--- src/rtl/oag_pkg.sv ---
// Operation
// - seven addressing modes; each opcode class accepts only its subset
// - register mode yields the named register or even-aligned register pair
// - window pointer picks an 8-byte slice, field picks one register
// - pointer register contents form the operand address, 8 or 16 bits
// - pointer-register mode may not reach set 1 control area
// - indexed mode may not reach set 1 control area either
// - short indexed offset is sign-extended, external memory only
// - register-file index: instruction base plus working-register offset
// - memory index: register-pair base plus 8 or 16 bit offset
// - only register load indexes register file; memory loads index memory
// - direct mode supplies 16-bit address for jumps, calls and memory loads
// - vector-table call addresses a pair in lowest 256 program bytes
// - relative mode adds signed displacement to next-instruction pc
// - relative mode serves bit tests, decrement, compare, short jump
// - literal mode takes operand byte or word from instruction field
// - address bit 3 picks pointer; its top five bits join low three
// - 8-bit address with upper nibble 1100 is a working register
package oag_pkg;

  typedef enum logic [2:0] {
    OAG_MODE_REG     = 3'b000,
    OAG_MODE_PTR_REG = 3'b001,
    OAG_MODE_INDEXED = 3'b010,
    OAG_MODE_DIRECT  = 3'b011,
    OAG_MODE_VECTOR  = 3'b100,
    OAG_MODE_REL     = 3'b101,
    OAG_MODE_LITERAL = 3'b110
  } oag_mode_type;

  typedef enum logic [3:0] {
    OAG_OP_GENERIC   = 4'h0,
    OAG_OP_REG_LOAD  = 4'h1,
    OAG_OP_PROG_LOAD = 4'h2,
    OAG_OP_EXT_LOAD  = 4'h3,
    OAG_OP_JUMP      = 4'h4,
    OAG_OP_CALL      = 4'h5,
    OAG_OP_BTB_FALSE = 4'h6,
    OAG_OP_BTB_TRUE  = 4'h7,
    OAG_OP_DEC_BR    = 4'h8,
    OAG_OP_CMP_EQ    = 4'h9,
    OAG_OP_CMP_NE    = 4'ha,
    OAG_OP_SHORT_JMP = 4'hb
  } oag_op_type;

  typedef enum logic [1:0] {
    OAG_SPACE_REG  = 2'b00,
    OAG_SPACE_PROG = 2'b01,
    OAG_SPACE_EXT  = 2'b10,
    OAG_SPACE_PC   = 2'b11
  } oag_space_type;

  localparam logic [3:0]  WORK_NIBBLE    = 4'hc;
  localparam logic [1:0]  CTRL_AREA_TOP  = 2'b11;
  localparam int          WORK_SEL_BIT   = 3;
  localparam logic [7:0]  VECTOR_HI_BYTE = 8'h00;
  localparam logic [7:0]  PAIR_EVEN_MASK = 8'hfe;
  localparam logic [15:0] NULL_ADDR      = 16'h0000;
  localparam logic [7:0]  PTR_RST_0      = 8'hc0;
  localparam logic [7:0]  PTR_RST_1      = 8'hc8;

endpackage

--- src/rtl/oag_wreg_if.sv ---
`timescale 1ns/1ns
// carries one working-register resolution between core and resolver
interface oag_wreg_if;
  logic [7:0] raw_addr;
  logic       is_short;
  logic [7:0] first_ptr;
  logic [7:0] second_ptr;
  logic [7:0] reg_addr;
  logic       is_working;

  modport core (
    output raw_addr,
    output is_short,
    output first_ptr,
    output second_ptr,
    input  reg_addr,
    input  is_working
  );
  modport resolver (
    input  raw_addr,
    input  is_short,
    input  first_ptr,
    input  second_ptr,
    output reg_addr,
    output is_working
  );
endinterface

--- src/rtl/oag_wreg_resolve.sv ---
`timescale 1ns/1ns
module oag_wreg_resolve (
  oag_wreg_if.resolver wr
);
  logic [7:0] sel_ptr;

  always_comb begin
    // short fields and 1100xxxx both resolve through a window pointer
    wr.is_working = wr.is_short ||
                    (wr.raw_addr[7:4] == oag_pkg::WORK_NIBBLE);
    sel_ptr = wr.raw_addr[oag_pkg::WORK_SEL_BIT] ? wr.second_ptr
                                                 : wr.first_ptr;
    if (wr.is_working) begin
      wr.reg_addr = {sel_ptr[7:3], wr.raw_addr[2:0]};
    end else begin
      wr.reg_addr = wr.raw_addr;
    end
  end
endmodule

--- src/rtl/oag_top.sv ---
`timescale 1ns/1ns
module oag_top (
  // clock and reset
  input  wire logic                   SYS_CLK,
  input  wire logic                   NRST,
  // decode stage
  input  wire logic                   DEC_VALID,
  input  wire oag_pkg::oag_mode_type  DEC_MODE,
  input  wire oag_pkg::oag_op_type    DEC_OP,
  input  wire logic                   DEC_WORD,
  input  wire logic                   DEC_SHORT_REG,
  input  wire logic                   DEC_SHORT_OFS,
  input  wire logic [7:0]             DEC_FIELD,
  input  wire logic [15:0]            DEC_IMM,
  input  wire logic [15:0]            DEC_PC_NEXT,
  // register operands from the register file
  input  wire logic [7:0]             RF_BYTE,
  input  wire logic [15:0]            RF_PAIR,
  input  wire logic                   RF_SET1,
  // window pointers
  input  wire logic                   PTR_WE,
  input  wire logic                   PTR_SEL,
  input  wire logic [7:0]             PTR_WDATA,
  output logic [7:0]                  FIRST_PTR,
  output logic [7:0]                  SECOND_PTR,
  // effective address
  output logic [15:0]                 EA_ADDR,
  output oag_pkg::oag_space_type      EA_SPACE,
  output logic                        EA_WORD,
  output logic                        EA_VALID,
  output logic                        EA_ILLEGAL,
  output logic [15:0]                 EA_OPERAND,
  output logic                        EA_OPERAND_VALID
);
  logic [7:0] first_ptr_ff;
  logic [7:0] second_ptr_ff;
  logic [7:0] nxt_first_ptr;
  logic [7:0] nxt_second_ptr;

  oag_wreg_if wr ();

  oag_wreg_resolve u_resolve (
    .wr (wr)
  );

  // ----------------------------------------------------------------
  // elaboration checks
  // ----------------------------------------------------------------
  // the decode below serves three-bit modes and two-bit spaces only
  if ($bits(oag_pkg::oag_mode_type) != 3) begin : g_mode_width
    $error("mode code width unsupported");
  end
  if ($bits(oag_pkg::oag_space_type) != 2) begin : g_space_width
    $error("space code width unsupported");
  end
  if (oag_pkg::WORK_SEL_BIT != 3) begin : g_sel_bit
    $error("window select bit unsupported");
  end

  // ----------------------------------------------------------------
  // window pointers
  // ----------------------------------------------------------------
  always_comb begin
    nxt_first_ptr  = first_ptr_ff;
    nxt_second_ptr = second_ptr_ff;
    if (PTR_WE && !PTR_SEL) begin
      nxt_first_ptr = PTR_WDATA;
    end
    if (PTR_WE && PTR_SEL) begin
      nxt_second_ptr = PTR_WDATA;
    end
  end

  always_ff @(posedge SYS_CLK) begin
    if (!NRST) begin
      first_ptr_ff  <= oag_pkg::PTR_RST_0;
      second_ptr_ff <= oag_pkg::PTR_RST_1;
    end else begin
      first_ptr_ff  <= nxt_first_ptr;
      second_ptr_ff <= nxt_second_ptr;
    end
  end

  assign FIRST_PTR     = first_ptr_ff;
  assign SECOND_PTR    = second_ptr_ff;
  assign wr.first_ptr  = first_ptr_ff;
  assign wr.second_ptr = second_ptr_ff;
  assign wr.raw_addr   = DEC_FIELD;
  assign wr.is_short   = DEC_SHORT_REG;

  // ----------------------------------------------------------------
  // helpers
  // ----------------------------------------------------------------
  function automatic logic [15:0] sext8(input logic [7:0] v);
    sext8 = {{8{v[7]}}, v};
  endfunction

  // set 1 control area is 0xc0..0xff while the set 1 select is high
  function automatic logic in_ctrl(input logic [7:0] a, input logic s1);
    in_ctrl = s1 && (a[7:6] == oag_pkg::CTRL_AREA_TOP);
  endfunction

  function automatic logic is_branch(input oag_pkg::oag_op_type op);
    is_branch = (op == oag_pkg::OAG_OP_BTB_FALSE) ||
                (op == oag_pkg::OAG_OP_BTB_TRUE)  ||
                (op == oag_pkg::OAG_OP_DEC_BR)    ||
                (op == oag_pkg::OAG_OP_CMP_EQ)    ||
                (op == oag_pkg::OAG_OP_CMP_NE)    ||
                (op == oag_pkg::OAG_OP_SHORT_JMP);
  endfunction

  function automatic oag_pkg::oag_space_type mem_space(
    input oag_pkg::oag_op_type op);
    mem_space = (op == oag_pkg::OAG_OP_EXT_LOAD) ? oag_pkg::OAG_SPACE_EXT
                                                 : oag_pkg::OAG_SPACE_PROG;
  endfunction

  // ----------------------------------------------------------------
  // effective address, purely combinational
  // ----------------------------------------------------------------
  logic       mem_op;
  logic [7:0] idx_reg;

  always_comb begin
    mem_op  = (DEC_OP == oag_pkg::OAG_OP_PROG_LOAD) ||
              (DEC_OP == oag_pkg::OAG_OP_EXT_LOAD);
    idx_reg = 8'h00;
    EA_ADDR          = oag_pkg::NULL_ADDR;
    EA_SPACE         = oag_pkg::OAG_SPACE_REG;
    EA_WORD          = DEC_WORD;
    EA_ILLEGAL       = 1'b0;
    EA_OPERAND       = oag_pkg::NULL_ADDR;
    EA_OPERAND_VALID = 1'b0;
    unique case (DEC_MODE)
      oag_pkg::OAG_MODE_REG: begin
        // pairs always start on the even register
        EA_ADDR = {8'h00, DEC_WORD ? (wr.reg_addr & oag_pkg::PAIR_EVEN_MASK)
                                   : wr.reg_addr};
      end
      oag_pkg::OAG_MODE_PTR_REG: begin
        if (mem_op) begin
          EA_ADDR  = RF_PAIR;
          EA_SPACE = mem_space(DEC_OP);
        end else begin
          EA_ADDR    = {8'h00, RF_BYTE};
          EA_ILLEGAL = in_ctrl(RF_BYTE, RF_SET1);
        end
      end
      oag_pkg::OAG_MODE_INDEXED: begin
        if (mem_op) begin
          EA_SPACE = mem_space(DEC_OP);
          if (DEC_SHORT_OFS) begin
            // short form only serves external memory
            EA_ADDR    = RF_PAIR + sext8(DEC_IMM[7:0]);
            EA_ILLEGAL = (DEC_OP != oag_pkg::OAG_OP_EXT_LOAD);
          end else begin
            EA_ADDR = RF_PAIR + DEC_IMM;
          end
        end else begin
          idx_reg    = DEC_FIELD + RF_BYTE;
          EA_ADDR    = {8'h00, idx_reg};
          EA_ILLEGAL = (DEC_OP != oag_pkg::OAG_OP_REG_LOAD) ||
                       in_ctrl(idx_reg, RF_SET1);
        end
      end
      oag_pkg::OAG_MODE_DIRECT: begin
        EA_ADDR = DEC_IMM;
        if (mem_op) begin
          EA_SPACE = mem_space(DEC_OP);
        end else begin
          EA_SPACE   = oag_pkg::OAG_SPACE_PC;
          EA_ILLEGAL = (DEC_OP != oag_pkg::OAG_OP_JUMP) &&
                       (DEC_OP != oag_pkg::OAG_OP_CALL);
        end
      end
      oag_pkg::OAG_MODE_VECTOR: begin
        EA_ADDR    = {oag_pkg::VECTOR_HI_BYTE, DEC_FIELD};
        EA_SPACE   = oag_pkg::OAG_SPACE_PROG;
        EA_WORD    = 1'b1;
        EA_ILLEGAL = (DEC_OP != oag_pkg::OAG_OP_CALL);
      end
      oag_pkg::OAG_MODE_REL: begin
        EA_ADDR    = DEC_PC_NEXT + sext8(DEC_FIELD);
        EA_SPACE   = oag_pkg::OAG_SPACE_PC;
        EA_ILLEGAL = !is_branch(DEC_OP);
      end
      oag_pkg::OAG_MODE_LITERAL: begin
        EA_OPERAND = DEC_WORD ? DEC_IMM : {8'h00, DEC_IMM[7:0]};
        EA_OPERAND_VALID = 1'b1;
      end
      default: begin
        EA_ILLEGAL = 1'b1;
      end
    endcase
    if (!DEC_VALID) begin
      EA_ILLEGAL       = 1'b0;
      EA_OPERAND_VALID = 1'b0;
    end
  end

  assign EA_VALID = DEC_VALID && !EA_ILLEGAL;
endmodule

--- config.mk ---
export PLATFORM = sky130hd
export DESIGN_NAME = oag_top
export DESIGN_NICKNAME = d
export VERILOG_FILES = /design/src/rtl/oag_pkg.sv /design/src/rtl/oag_wreg_if.sv /design/src/rtl/oag_wreg_resolve.sv /design/src/rtl/oag_top.sv
export SDC_FILE = /design/constraint.sdc
export NUM_CORES = 1
export LEC_CHECK = 0
export CORE_MARGIN = 3
export CORE_UTILIZATION = 55
export DETAILED_ROUTE_END_ITERATION = 16
export DONT_BUFFER_PORTS = 1
export HOLD_SLACK_MARGIN = 0.03
export PLACE_DENSITY_LB_ADDON = 0.1
export SLEW_MARGIN = 5
export SYNTH_ARGS = -nofsm -noshare
export SYNTH_HDL_FRONTEND = slang
export SYNTH_SLANG_ARGS = --single-unit
--- constraint.sdc ---
create_clock -name SYS_CLK -period 3.1 [get_ports SYS_CLK]
set_input_delay 0.155 -clock SYS_CLK [delete_from_list [all_inputs] [get_ports SYS_CLK]]
set_output_delay 0.155 -clock SYS_CLK [all_outputs]
set_load 0.005 [all_outputs]
* After elaboration in Yosys (flattened, before gate mapping)
Index checks and enable logic that the tools add are counted.
** Storage, ports and cells
- Bits in registers :: 16
- Input port bits :: 88
- Output and inout port bits :: 54
- Word-level logic and storage cells :: 69
** Operators by class
- Add/subtract/negate cells :: 4
- Equality and inequality tests :: 21
- Muxes and demuxes :: 22
- Reductions and logical operators :: 20
** Operators by type and width (count)
- 16-bit case mux with 6 select lines :: 1
- 16-bit two-way mux :: 5
- 16-bit adder :: 3
- 4-bit == test, second input constant :: 5
- 8-bit two-way mux :: 2
- 3-bit == test, second input constant :: 3
- 1-bit two-way mux :: 9
- 8-bit adder :: 1
- 4-bit by 2-bit == test with 1-bit output, second input constant :: 2
- 4-bit by 3-bit == test with 1-bit output, second input constant :: 2
- 1-bit logical OR :: 8
- 4-bit by 3-bit inequality test with 1-bit output, second input constant :: 2
- 2-bit case mux with 4 select lines :: 1
- 3-bit by 2-bit == test with 1-bit output, second input constant :: 2
- 1-bit logical AND :: 6
- 2-bit two-way mux :: 3
- 1-bit case mux with 6 select lines :: 1
- 2-bit == test, second input constant :: 2
- 4-bit by 1-bit inequality test with 1-bit output, second input constant :: 1
- 4-bit by 2-bit inequality test with 1-bit output, second input constant :: 1
- 2-bit OR reduction :: 2
- 3-bit by 1-bit == test with 1-bit output, second input constant :: 1
- 1-bit zero test :: 3
- 3-bit zero test :: 1

* Logic depth before layout (Yosys ltp)
Gate-level depths: netlist of run 1.
- Depth in word-level cells :: 11
- Gate-level depth with buffers :: 11
- Depth with buffers taken out :: 10

* Hierarchy
Synthesis of run 1 repeated with hierarchy kept, for this count alone.
** Unflattened totals
- Cells, all modules :: 513
- Area, all modules :: 3570.9 um^2
** Modules (own cells, without submodules)
- oag_top :: times used 1, cells an instance 490, area an instance 3407.0 um^2, sequential area each 320.3 um^2
- oag_wreg_resolve :: times used 1, cells an instance 23, area an instance 163.9 um^2, sequential area each 0.0 um^2

* Least setup slack after synthesis of run 1
No wires, ideal clock.
- Kind :: input to output
- Start :: input DEC_SHORT_OFS
- End :: output EA_ADDR[11]
- Arrival time :: 2145 ps
- Required time :: 2945 ps
- Slack :: 800 ps
- Stages :: 10
- Buffers on the path :: 1
- Cell sequence :: clkbuf_1 nand2_1 o21ai_0 ha_1 and3_1 a31o_2 a41o_1 xor2_1 a222oi_1 o21ai_0
** On the way
- Longest elaborated chain between the ends :: 3
** RTL lines
- start: declaration :: line oag_top.sv:12 : input wire logic DEC_SHORT_OFS,
- 16-bit two-way mux :: line oag_top.sv:152 : if (DEC_SHORT_OFS) begin
- 16-bit two-way mux :: line oag_top.sv:150 : if (mem_op) begin
- 16-bit case mux with 6 select lines :: line oag_top.sv:134 : unique case (DEC_MODE)
- end: declaration :: line oag_top.sv:27 : output logic [15:0] EA_ADDR,
No other way between the ends.

* Worst setup path after layout of run 1
- Start :: input DEC_FIELD[0]
- End :: output EA_ADDR[10]
** On the way
- Longest elaborated chain between the ends :: 2
** RTL lines
- start: declaration :: line oag_top.sv:13 : input wire logic [7:0] DEC_FIELD,
- 16-bit adder :: line oag_top.sv:183 : EA_ADDR = DEC_PC_NEXT + sext8(DEC_FIELD);
- 16-bit case mux with 6 select lines :: line oag_top.sv:134
No other way between the ends.

==> metrics.txt, run 1 <==
CTS tree done; gr ovfl total 0; EDFF count, synth 0; Synth Cell Area between 0.003 and 0.004 mm^2; via count ~3600; syn avg cell area 7.18 um^2; Setup CP Type input pin to primary output; Critical Path AT 2320 ps; gpl congestion 0.907; Crit path largest cell delay 420 ps; Worst-Margin Slew 707 ps; Die Height between 80 and 90 um; vias per cell approximately 6.6; status completed; CTS resizes 0; Hold Violations, Final 0; flops & latches, synth 16; core footprint approximately 0.0060 mm^2; CTS H-tree lvls 1; initial antenna violation count 0; synthesis-to-layout area growth 3.43%; met1 wire length 4.46 mm; critical path fanouts, max 3; Startpoint Class input pin; Final min period 2470 ps; pwr/cell area 269 mW/mm^2; clk_lat worst skew 260 ps; Starting Density 0.573; sequential cell area fraction in the yosys report 0.0934; die area 0.00722 mm^2; Max Slew Vio Count 0; root buffer cell clkbuf_8; hpwl dp a little under 9 mm; Tot GR Track Use 0.288; IO Pins 142; wire length on met3 1.00 mm; Worst slew margin 0.527; Ys Warns 0; routed wire length ~11 mm; total leakage power 1.56 nW; initial DRC count 279; post-CTS setup repair buffer count 0; vias in the first global route between 3000 and 4000; final worst clock skew 0 ps; Cell variety after synth 69; routed len/inst ~20 um; # clock sinks 16; Syn Inst Count 478; syn_nets 606; ant diodes 0; RSZ-0062 raised after global routing no; Min Hold Slack 33.8 ps; CP required 2940 ps; Die W 85.0 um; layout cells sized above 1 0.0493; first-pass GRT wire length around 17 mm; CTS Hold Buffers Added 4; DR WL met2 a little over 5 mm; DRT antenna net count 0; Max Fclk about 400 MHz; CP Cell Sequence ha_1 > fa_1 > a21o_1 > a311oi_2 > nor2_2 > a21oi_2 > xnor2_1 > a222oi_1 > o21ai_1; Pre-Repair DR Iteration Count 5; Longest Clk Path Bufs 2; drt drc 0; # port buffers 0; hold crit path type input pin to flip-flop; largest net degree at the start of global routing 31; Clock transition at path regs 60 ps; final worst path period share 0.798; max cap viols 0; asr flop ratio synth 0; critical path's slowest cell a311oi_2; DR top layer met4; Row Count 28; FF-to-FF setup slack 1940 ps; Final TNS setup 0 ps; TritonCTS Buffers 3; Max rail drop VDD 0.351 mV; Top FF cell, synth dfxtp_1; Cells after DPL 534; fin cells 542; fin nets 596; setup violators final 0; CP Capture Type primary output
==> flip-flops by register name, indices dropped and copies added (netlist names) <==
name and count:
SECOND_PTR 8, FIRST_PTR 8
==> stage by stage <==
| stage | area (um^2) | total power [mW] | setup slack [ps] | util |
|---|---|---|---|---|
| 6_report | 3550 | 0.955 | 628 | 0.592 |
| 4_1_cts | 3550 | 0.952 | 692 | 0.592 |
| 3_3_place_gp | 3450 | 0.755 | 752 | 0.576 |
| 3_5_place_dp | 3450 | 0.760 | 700 | 0.576 |
| 5_1_grt | 3550 | 1.02 | 489 | 0.592 |
| 2_1_floorplan | 3430 | 0.673 | 800 | - |
==> layout make-up <==
type | instances | area, um^2
flip-flops and latches | 16 | 320
well taps | 75 | 93.8
repair buffers | 5 | 47.5
multi-input cells | 423 | 2960
fillers | 580 | 2440
inverters | 19 | 71.3
clock buffers | 4 | 55.1
==> synth_stat cells, types with 10 or more instances <==
cell,instances,area [um^2]
nand2_1,66,248
a21oi_1,37,185
ha_1,37,463
o21ai_0,36,180
nor2_1,22,82.6
inv_1,17,63.8
xor2_1,17,149
dfxtp_1,16,320
and2_1,15,93.8
and3_1,15,93.8
clkbuf_1,15,56.3
mux2i_1,15,150
a21boi_0,14,105
xnor2_1,14,123
a21o_1,10,75.1
==> path summary, 6_finish.rpt <==
kind | startpoint | end | depth (start not counted)
max reg2reg | FIRST_PTR[6]$_SDFFE_PN1P_ | FIRST_PTR[6]$_SDFFE_PN1P_ | 3
min | PTR_WDATA[3] | SECOND_PTR[3]$_SDFFE_PN1P_ | 2
min reg2reg | FIRST_PTR[1]$_SDFFE_PN0P_ | FIRST_PTR[1]$_SDFFE_PN0P_ | 2
max | DEC_FIELD[0] | EA_ADDR[10] | 9
==> worst max-delay path: cells and delay by family <==
kind                       cells  cell delay, ps
xor gates and xnor gates       1             120
adders and majority gates      2             600
AOI/OAI and AO/OA              5            1320
and+or+nand+nor                1             100
==> layout by cell type (no fill, tap or decap), drive strengths merged, types with 7 or more instances in the layout <==
cell     n
nor2    23
and2    15
nand2b   7
a21boi  14
xor2    17
mux2i   15
inv     19
o21ai   46
a21oi   39
and3    15
ha      37
xnor2   14
a21o    11
dfxtp   16
nand3    9
nand2   66
nor3     9
==> power by group <==
part	total (mW)	switching [mW]	internal, mW
clock network	0.189	0.0763	0.113
registers	0.227	0.0100	0.217
logic	0.539	0.302	0.237
total	0.955	0.388	0.567
==> cells by family after synthesis <==
logic type      count (synthesis)  synth area share
xor+xnor                       31            0.0791
mux                            17            0.0503
buf+inv                        39            0.0438
simple gates                  164             0.232
fa+ha+maj                      40             0.152
flops                          16            0.0934
compound gates                171             0.349
==> per-layer routing <==
layer | GRT usage | up-vias
met5 | 0 | -
met4 | 0.0849 | 0
met3 | 0.0777 | 19
met2 | 0.479 | 158
met1 | 0.363 | 1622
li1 | - | 1752
Note: power is estimated with default switching activity, not from simulation.
==> inputs of run 2 (changes only) <==
==> constraint.sdc (replaced) <==
create_clock -name SYS_CLK -period 2.4 [get_ports SYS_CLK]
set_input_delay 0.12 -clock SYS_CLK [delete_from_list [all_inputs] [get_ports SYS_CLK]]
set_output_delay 0.12 -clock SYS_CLK [all_outputs]
set_load 0.005 [all_outputs]
==> metrics.txt, run 2 (synthesized netlist as in run 1, its figures left out) <==
status completed; Tot GR Track Use 0.293 (+0.00499); Max Fclk 441 MHz; Row Count 28 (unchanged); fillers 593 (+2.2%); DRT antenna net count 0 (unchanged); Sequential Area 320 um^2 (unchanged); Max Slew Vio Count 0 (unchanged); Worst slew margin 0.538 (+0.0104); first-pass GRT wire length 17.3 mm (+1.1%); die area 0.00722 mm^2 (unchanged); Pre-Repair DR Iteration Count 5 (unchanged); hpwl dp 9.12 mm (+2.2%); initial antenna violation count 0 (unchanged); gpl congestion 0.926 (+2.0%); RSZ-0062 raised after global routing no; Hold Violations, Final 0 (unchanged); fin cells 552 (+1.8%); Longest Clk Path Bufs 2 (unchanged); core footprint 0.00599 mm^2 (unchanged); CTS tree done; cell area after layout 0.00365 mm^2 (+3.0%); setup violators final 0 (unchanged); gr ovfl total 0 (unchanged); CP required 2280 ps (-660 ps); Startpoint Class input pin; vias in the first global route 3534 (+2.7%); Starting Density 0.573 (unchanged); # port buffers 0 (unchanged); Clock transition at path regs 60 ps (about the same); CTS H-tree lvls 1 (unchanged); vias per cell 6.72 (+2.6%); initial DRC count 253 (-9.3%); # clock sinks 16 (unchanged); Critical Path AT 2150 ps (-170 ps); Die Height 85.0 um (unchanged); Cells after DPL 537 (+0.56%); Max rail drop VDD 0.368 mV (+4.8%); most frequent cells in the layout 66 x nand2_1, 37 x a21oi_1, 37 x ha_1; pwr/cell area 338 mW/mm^2 (+25%); routed wire length 11.2 mm (+3.5%); hold crit path type input pin to flip-flop; Die W 85.0 um (unchanged); drt drc 0 (unchanged); clk_lat worst skew 260 ps (about the same); final worst clock skew 0 ps (unchanged); fin nets 607 (+1.8%); largest net degree at the start of global routing 31 (unchanged); Final min period 2270 ps; Worst-Margin Slew 676 ps (-31.3 ps); Setup CP Type input pin to primary output; CP Capture Type primary output; TritonCTS Buffers 3 (unchanged); synthesis-to-layout area growth 6.53%; routed len/inst 20.3 um (+1.6%); critical path fanouts, max 4 (+1); Area after DPL 0.00348 mm^2 (+0.65%); area of the multi-input gates 0.00298 mm^2 (+0.76%); layout cells sized above 1 0.0566 (+0.00735); Final TNS setup 0 ps (unchanged); final worst path period share 0.945; IO Pins 142 (unchanged); leading cell type in the layout, fill and taps excluded nand2_1; via count 3710 (+4.5%); max cap viols 0 (unchanged); total leakage power 1.60 nW (+2.8%); root buffer cell clkbuf_8; ant diodes 0 (unchanged)
-- run 2: cell count changes in the layout (fill, tap and decap cells not counted), sizes merged --
cell / previous run / this run
dlygate4sd3: 4 / 10
buf: 1 / 6
clkbuf: 4 / 3
-- run 2: what timing repair did --
action | 4_1_cts | 5_1_grt
setup endpoints to repair | 0 | 4
resized for setup | 0 | 4
hold buffers | 10 | 0
setup buffers | 0 | 2
hold endpoints to repair | 16 | 0
-- run 2: final cells by class --
class	instances	share of cell area
Clock buffer	3	0.0113
Inverter	19	0.0195
Multi-Input combinational cell	423	0.816
Sequential cell	16	0.0876
Tap cell	75	0.0257
Timing Repair Buffer	16	0.0397
-- run 2: routing by layer --
metal  global-route usage  share of wire  vias to the layer above
met5                    0              0                        -
met4               0.0849          0.022                        0
met3               0.0825          0.098                       18
met2                0.496           0.48                      175
met1                0.360           0.39                     1750
li1                     -              -                     1767
-- run 2: worst paths after layout --
| check | startpoint | end | slack [ps] | depth (start not counted) |
|---|---|---|---|---|
| setup reg to reg | FIRST_PTR[6]$_SDFFE_PN1P_ | FIRST_PTR[6]$_SDFFE_PN1P_ | 1220 | 3 |
| hold / removal | PTR_WDATA[1] | FIRST_PTR[1]$_SDFFE_PN0P_ | 30 | 2 |
| hold reg to reg | SECOND_PTR[1]$_SDFFE_PN0P_ | SECOND_PTR[1]$_SDFFE_PN0P_ | 490 | 2 |
| setup / recovery | DEC_IMM[0] | EA_ADDR[8] | 130 | 8 |
-- run 2: through the flow --
| stage | utilization | setup slack (ps) | total power, mW | hold slack, ps |
|---|---|---|---|---|
| after floorplan | - | 170 | 0.869 | 244 |
| after global placement | 0.580 | 126 | 0.977 | 195 |
| after detailed placement | 0.580 | 53.6 | 0.988 | 196 |
| after CTS | 0.604 | 50.3 | 1.21 | 35.1 |
| after global routing | 0.610 | 25.4 | 1.32 | 52.2 |
| final | 0.610 | 133 | 1.23 | 30.1 |
-- run 2: where the power goes --
group | internal, mW | leakage (nW) | switching [mW]
combinational | 0.326 | 1.45 | 0.408
clock | 0.112 | 0.0216 | 0.0965
sequential | 0.280 | 0.131 | 0.0130
total | 0.717 | 1.60 | 0.517
-- run 2: worst max-delay path, stage by stage --
cell	delay, ps
ha_1	200
fa_1	410
a21o_1	230
a221oi_4	280
a21oi_2	150
xor2_1	160
a222oi_1	390
o21ai_1	190
==> inputs of run 3 (changes only) <==
--- a/config.mk
+++ b/config.mk
@@ -9,8 +9,9 @@
 export CORE_UTILIZATION = 55
 export DETAILED_ROUTE_END_ITERATION = 16
 export DONT_BUFFER_PORTS = 1
+export GPL_TIMING_DRIVEN = 0
 export HOLD_SLACK_MARGIN = 0.03
-export PLACE_DENSITY_LB_ADDON = 0.1
+export PLACE_DENSITY_LB_ADDON = 0.2
 export SLEW_MARGIN = 5
 export SYNTH_ARGS = -nofsm -noshare
 export SYNTH_HDL_FRONTEND = slang
==> metrics.txt, run 3 (synthesized netlist as in run 1, its figures left out) <==
Final Util 0.636 (+0.0261); Starting Density 0.573 (unchanged); synthesis-to-layout area growth 11.1%; Tot GR Track Use 0.287 (-0.00539); fin nets 630 (+3.8%); r2r endpoint SECOND_PTR[5]$_SDFFE_PN0P_; fin cells 576 (+4.3%); Row Count 28 (unchanged); drt drc 0 (unchanged); setup violators final 0 (unchanged); area of the multi-input gates 0.00302 mm^2 (+1.2%); total leakage power 1.67 nW (+4.3%); Worst slew margin 0.280 (-0.258); Longest Clk Path Bufs 2 (unchanged); total power draw 1.32 mW (+6.7%); ant diodes 0 (unchanged); Final min period 2320 ps (+54.4 ps); fillers 561 (-5.4%); Area after DPL 0.00352 mm^2 (+1.4%); CTS H-tree lvls 1 (unchanged); reg2reg start SECOND_PTR[5]$_SDFFE_PN0P_; # clock sinks 16 (unchanged); hold crit path type input pin to flip-flop; largest delay contributor family on the critical path compound AO/OA/AOI/OAI gates; core footprint 0.00599 mm^2 (unchanged); routed wire length 11.2 mm (-0.56%); status completed; cell area after layout 0.00381 mm^2 (+4.3%); Crit path largest cell delay 410 ps (about the same); max cap viols 0 (unchanged); CP Capture Type primary output; final worst path period share 0.967 (+0.0227); initial antenna violation count 0 (unchanged); gr ovfl total 0 (unchanged); CP required 2280 ps (about the same); Sequential Area 320 um^2 (unchanged); CTS tree done; critical path's slowest cell a222oi_1; Pre-Repair DR Iteration Count 5 (unchanged); Clock transition at path regs 60 ps (about the same); hpwl dp 8.78 mm (-3.7%); most frequent cells in the layout 65 x nand2_1, 36 x ha_1, 35 x a21oi_1; Min Hold Slack 221 ps (+190 ps); CP Cell Sequence buf_6 > nand2_4 > o21ai_1 > ha_1 > and3_4 > a31o_2 > a41o_1 > xor2_1 > a222oi_1 > o21ai_1; Startpoint Class input pin; reg2reg path depth 2 (-1); worst hold stages 2 (unchanged); Cells after DPL 553 (+3.0%); setup ws final 78.4 ps (-54.4 ps); HP Start NRST; Setup CP Type input pin to primary output; vias per cell 6.53 (-2.8%); clk_lat worst skew 250 ps (about the same); via count 3763 (+1.4%); worst path bufs/invs 1 (+1); Die W 85.0 um (unchanged); IO Pins 142 (unchanged); routed len/inst 19.4 um (-4.7%); Post-Place Worst Slack -440 ps (-493 ps); final worst clock skew 0 ps (unchanged); Die Height 85.0 um (unchanged); Final TNS setup 0 ps (unchanged); Hold Path Sink SECOND_PTR[6]$_SDFFE_PN1P_; Critical Path AT 2200 ps (+50 ps); largest net degree at the start of global routing 13 (-58%); Max rail drop VDD 0.472 mV (+28%); DRT antenna net count 0 (unchanged); TritonCTS Buffers 3 (unchanged); Hold Violations, Final 0 (unchanged); die area 0.00722 mm^2 (unchanged); gpl congestion 0.908 (-1.9%); initial DRC count 315 (+25%); vias in the first global route 3500 (-0.96%); pwr/cell area 346 mW/mm^2 (+2.3%); Worst-Margin Slew 1070 ps (+396 ps); Max Slew Vio Count 0 (unchanged); root buffer cell clkbuf_8; FF-to-FF setup slack 1710 ps (+490 ps); Max Fclk 431 MHz (-2.3%); critical path fanouts, max 10 (+6); Worst path most repeated cell o21ai_1; # port buffers 0 (unchanged); layout cells sized above 1 0.0858 (+0.0292); first-pass GRT wire length 17.0 mm (-1.7%); leading cell type in the layout, fill and taps excluded nand2_1
## run 3: metal layers
metal,track usage,wire length (um)
met4,0.0532,260
met3,0.0990,1300
met2,0.481,5110
met5,0,0
met1,0.360,4480
## run 3: final cells by class
class	count	area share
buffer	20	0.0227
clock buffer	4	0.0144
timing repair buffer	19	0.0433
multi-input combinational	423	0.792
inverter	19	0.0187
tap	75	0.0246
sequential	16	0.0840
## run 3: worst max path at each step
stage | start | end | slack, ps | cells past startpoint
floorplan | DEC_SHORT_OFS | EA_ADDR[11] | 170 | 10
global placement | DEC_SHORT_OFS | EA_ADDR[11] | -410 | 10
detailed placement | DEC_SHORT_OFS | EA_ADDR[11] | -440 | 10
CTS | DEC_SHORT_OFS | EA_ADDR[11] | 10 | 11
global route | DEC_SHORT_OFS | EA_ADDR[11] | -30 | 10
finish | DEC_SHORT_OFS | EA_ADDR[11] | 80 | 10
## run 3: report_power, final
group          switching [mW]  leakage [nW]  internal, mW
clock network          0.0919        0.0288         0.146
registers              0.0131         0.131         0.280
logic                   0.437          1.51         0.349
total                   0.542          1.67         0.775
## run 3: timing repair
item,CTS,global route
hold buffers,9,0
endpoints found under the hold margin,16,0
pin swaps,4,11
gates resized for setup,8,12
buffers inserted,2,8
setup endpoints to repair,5,5
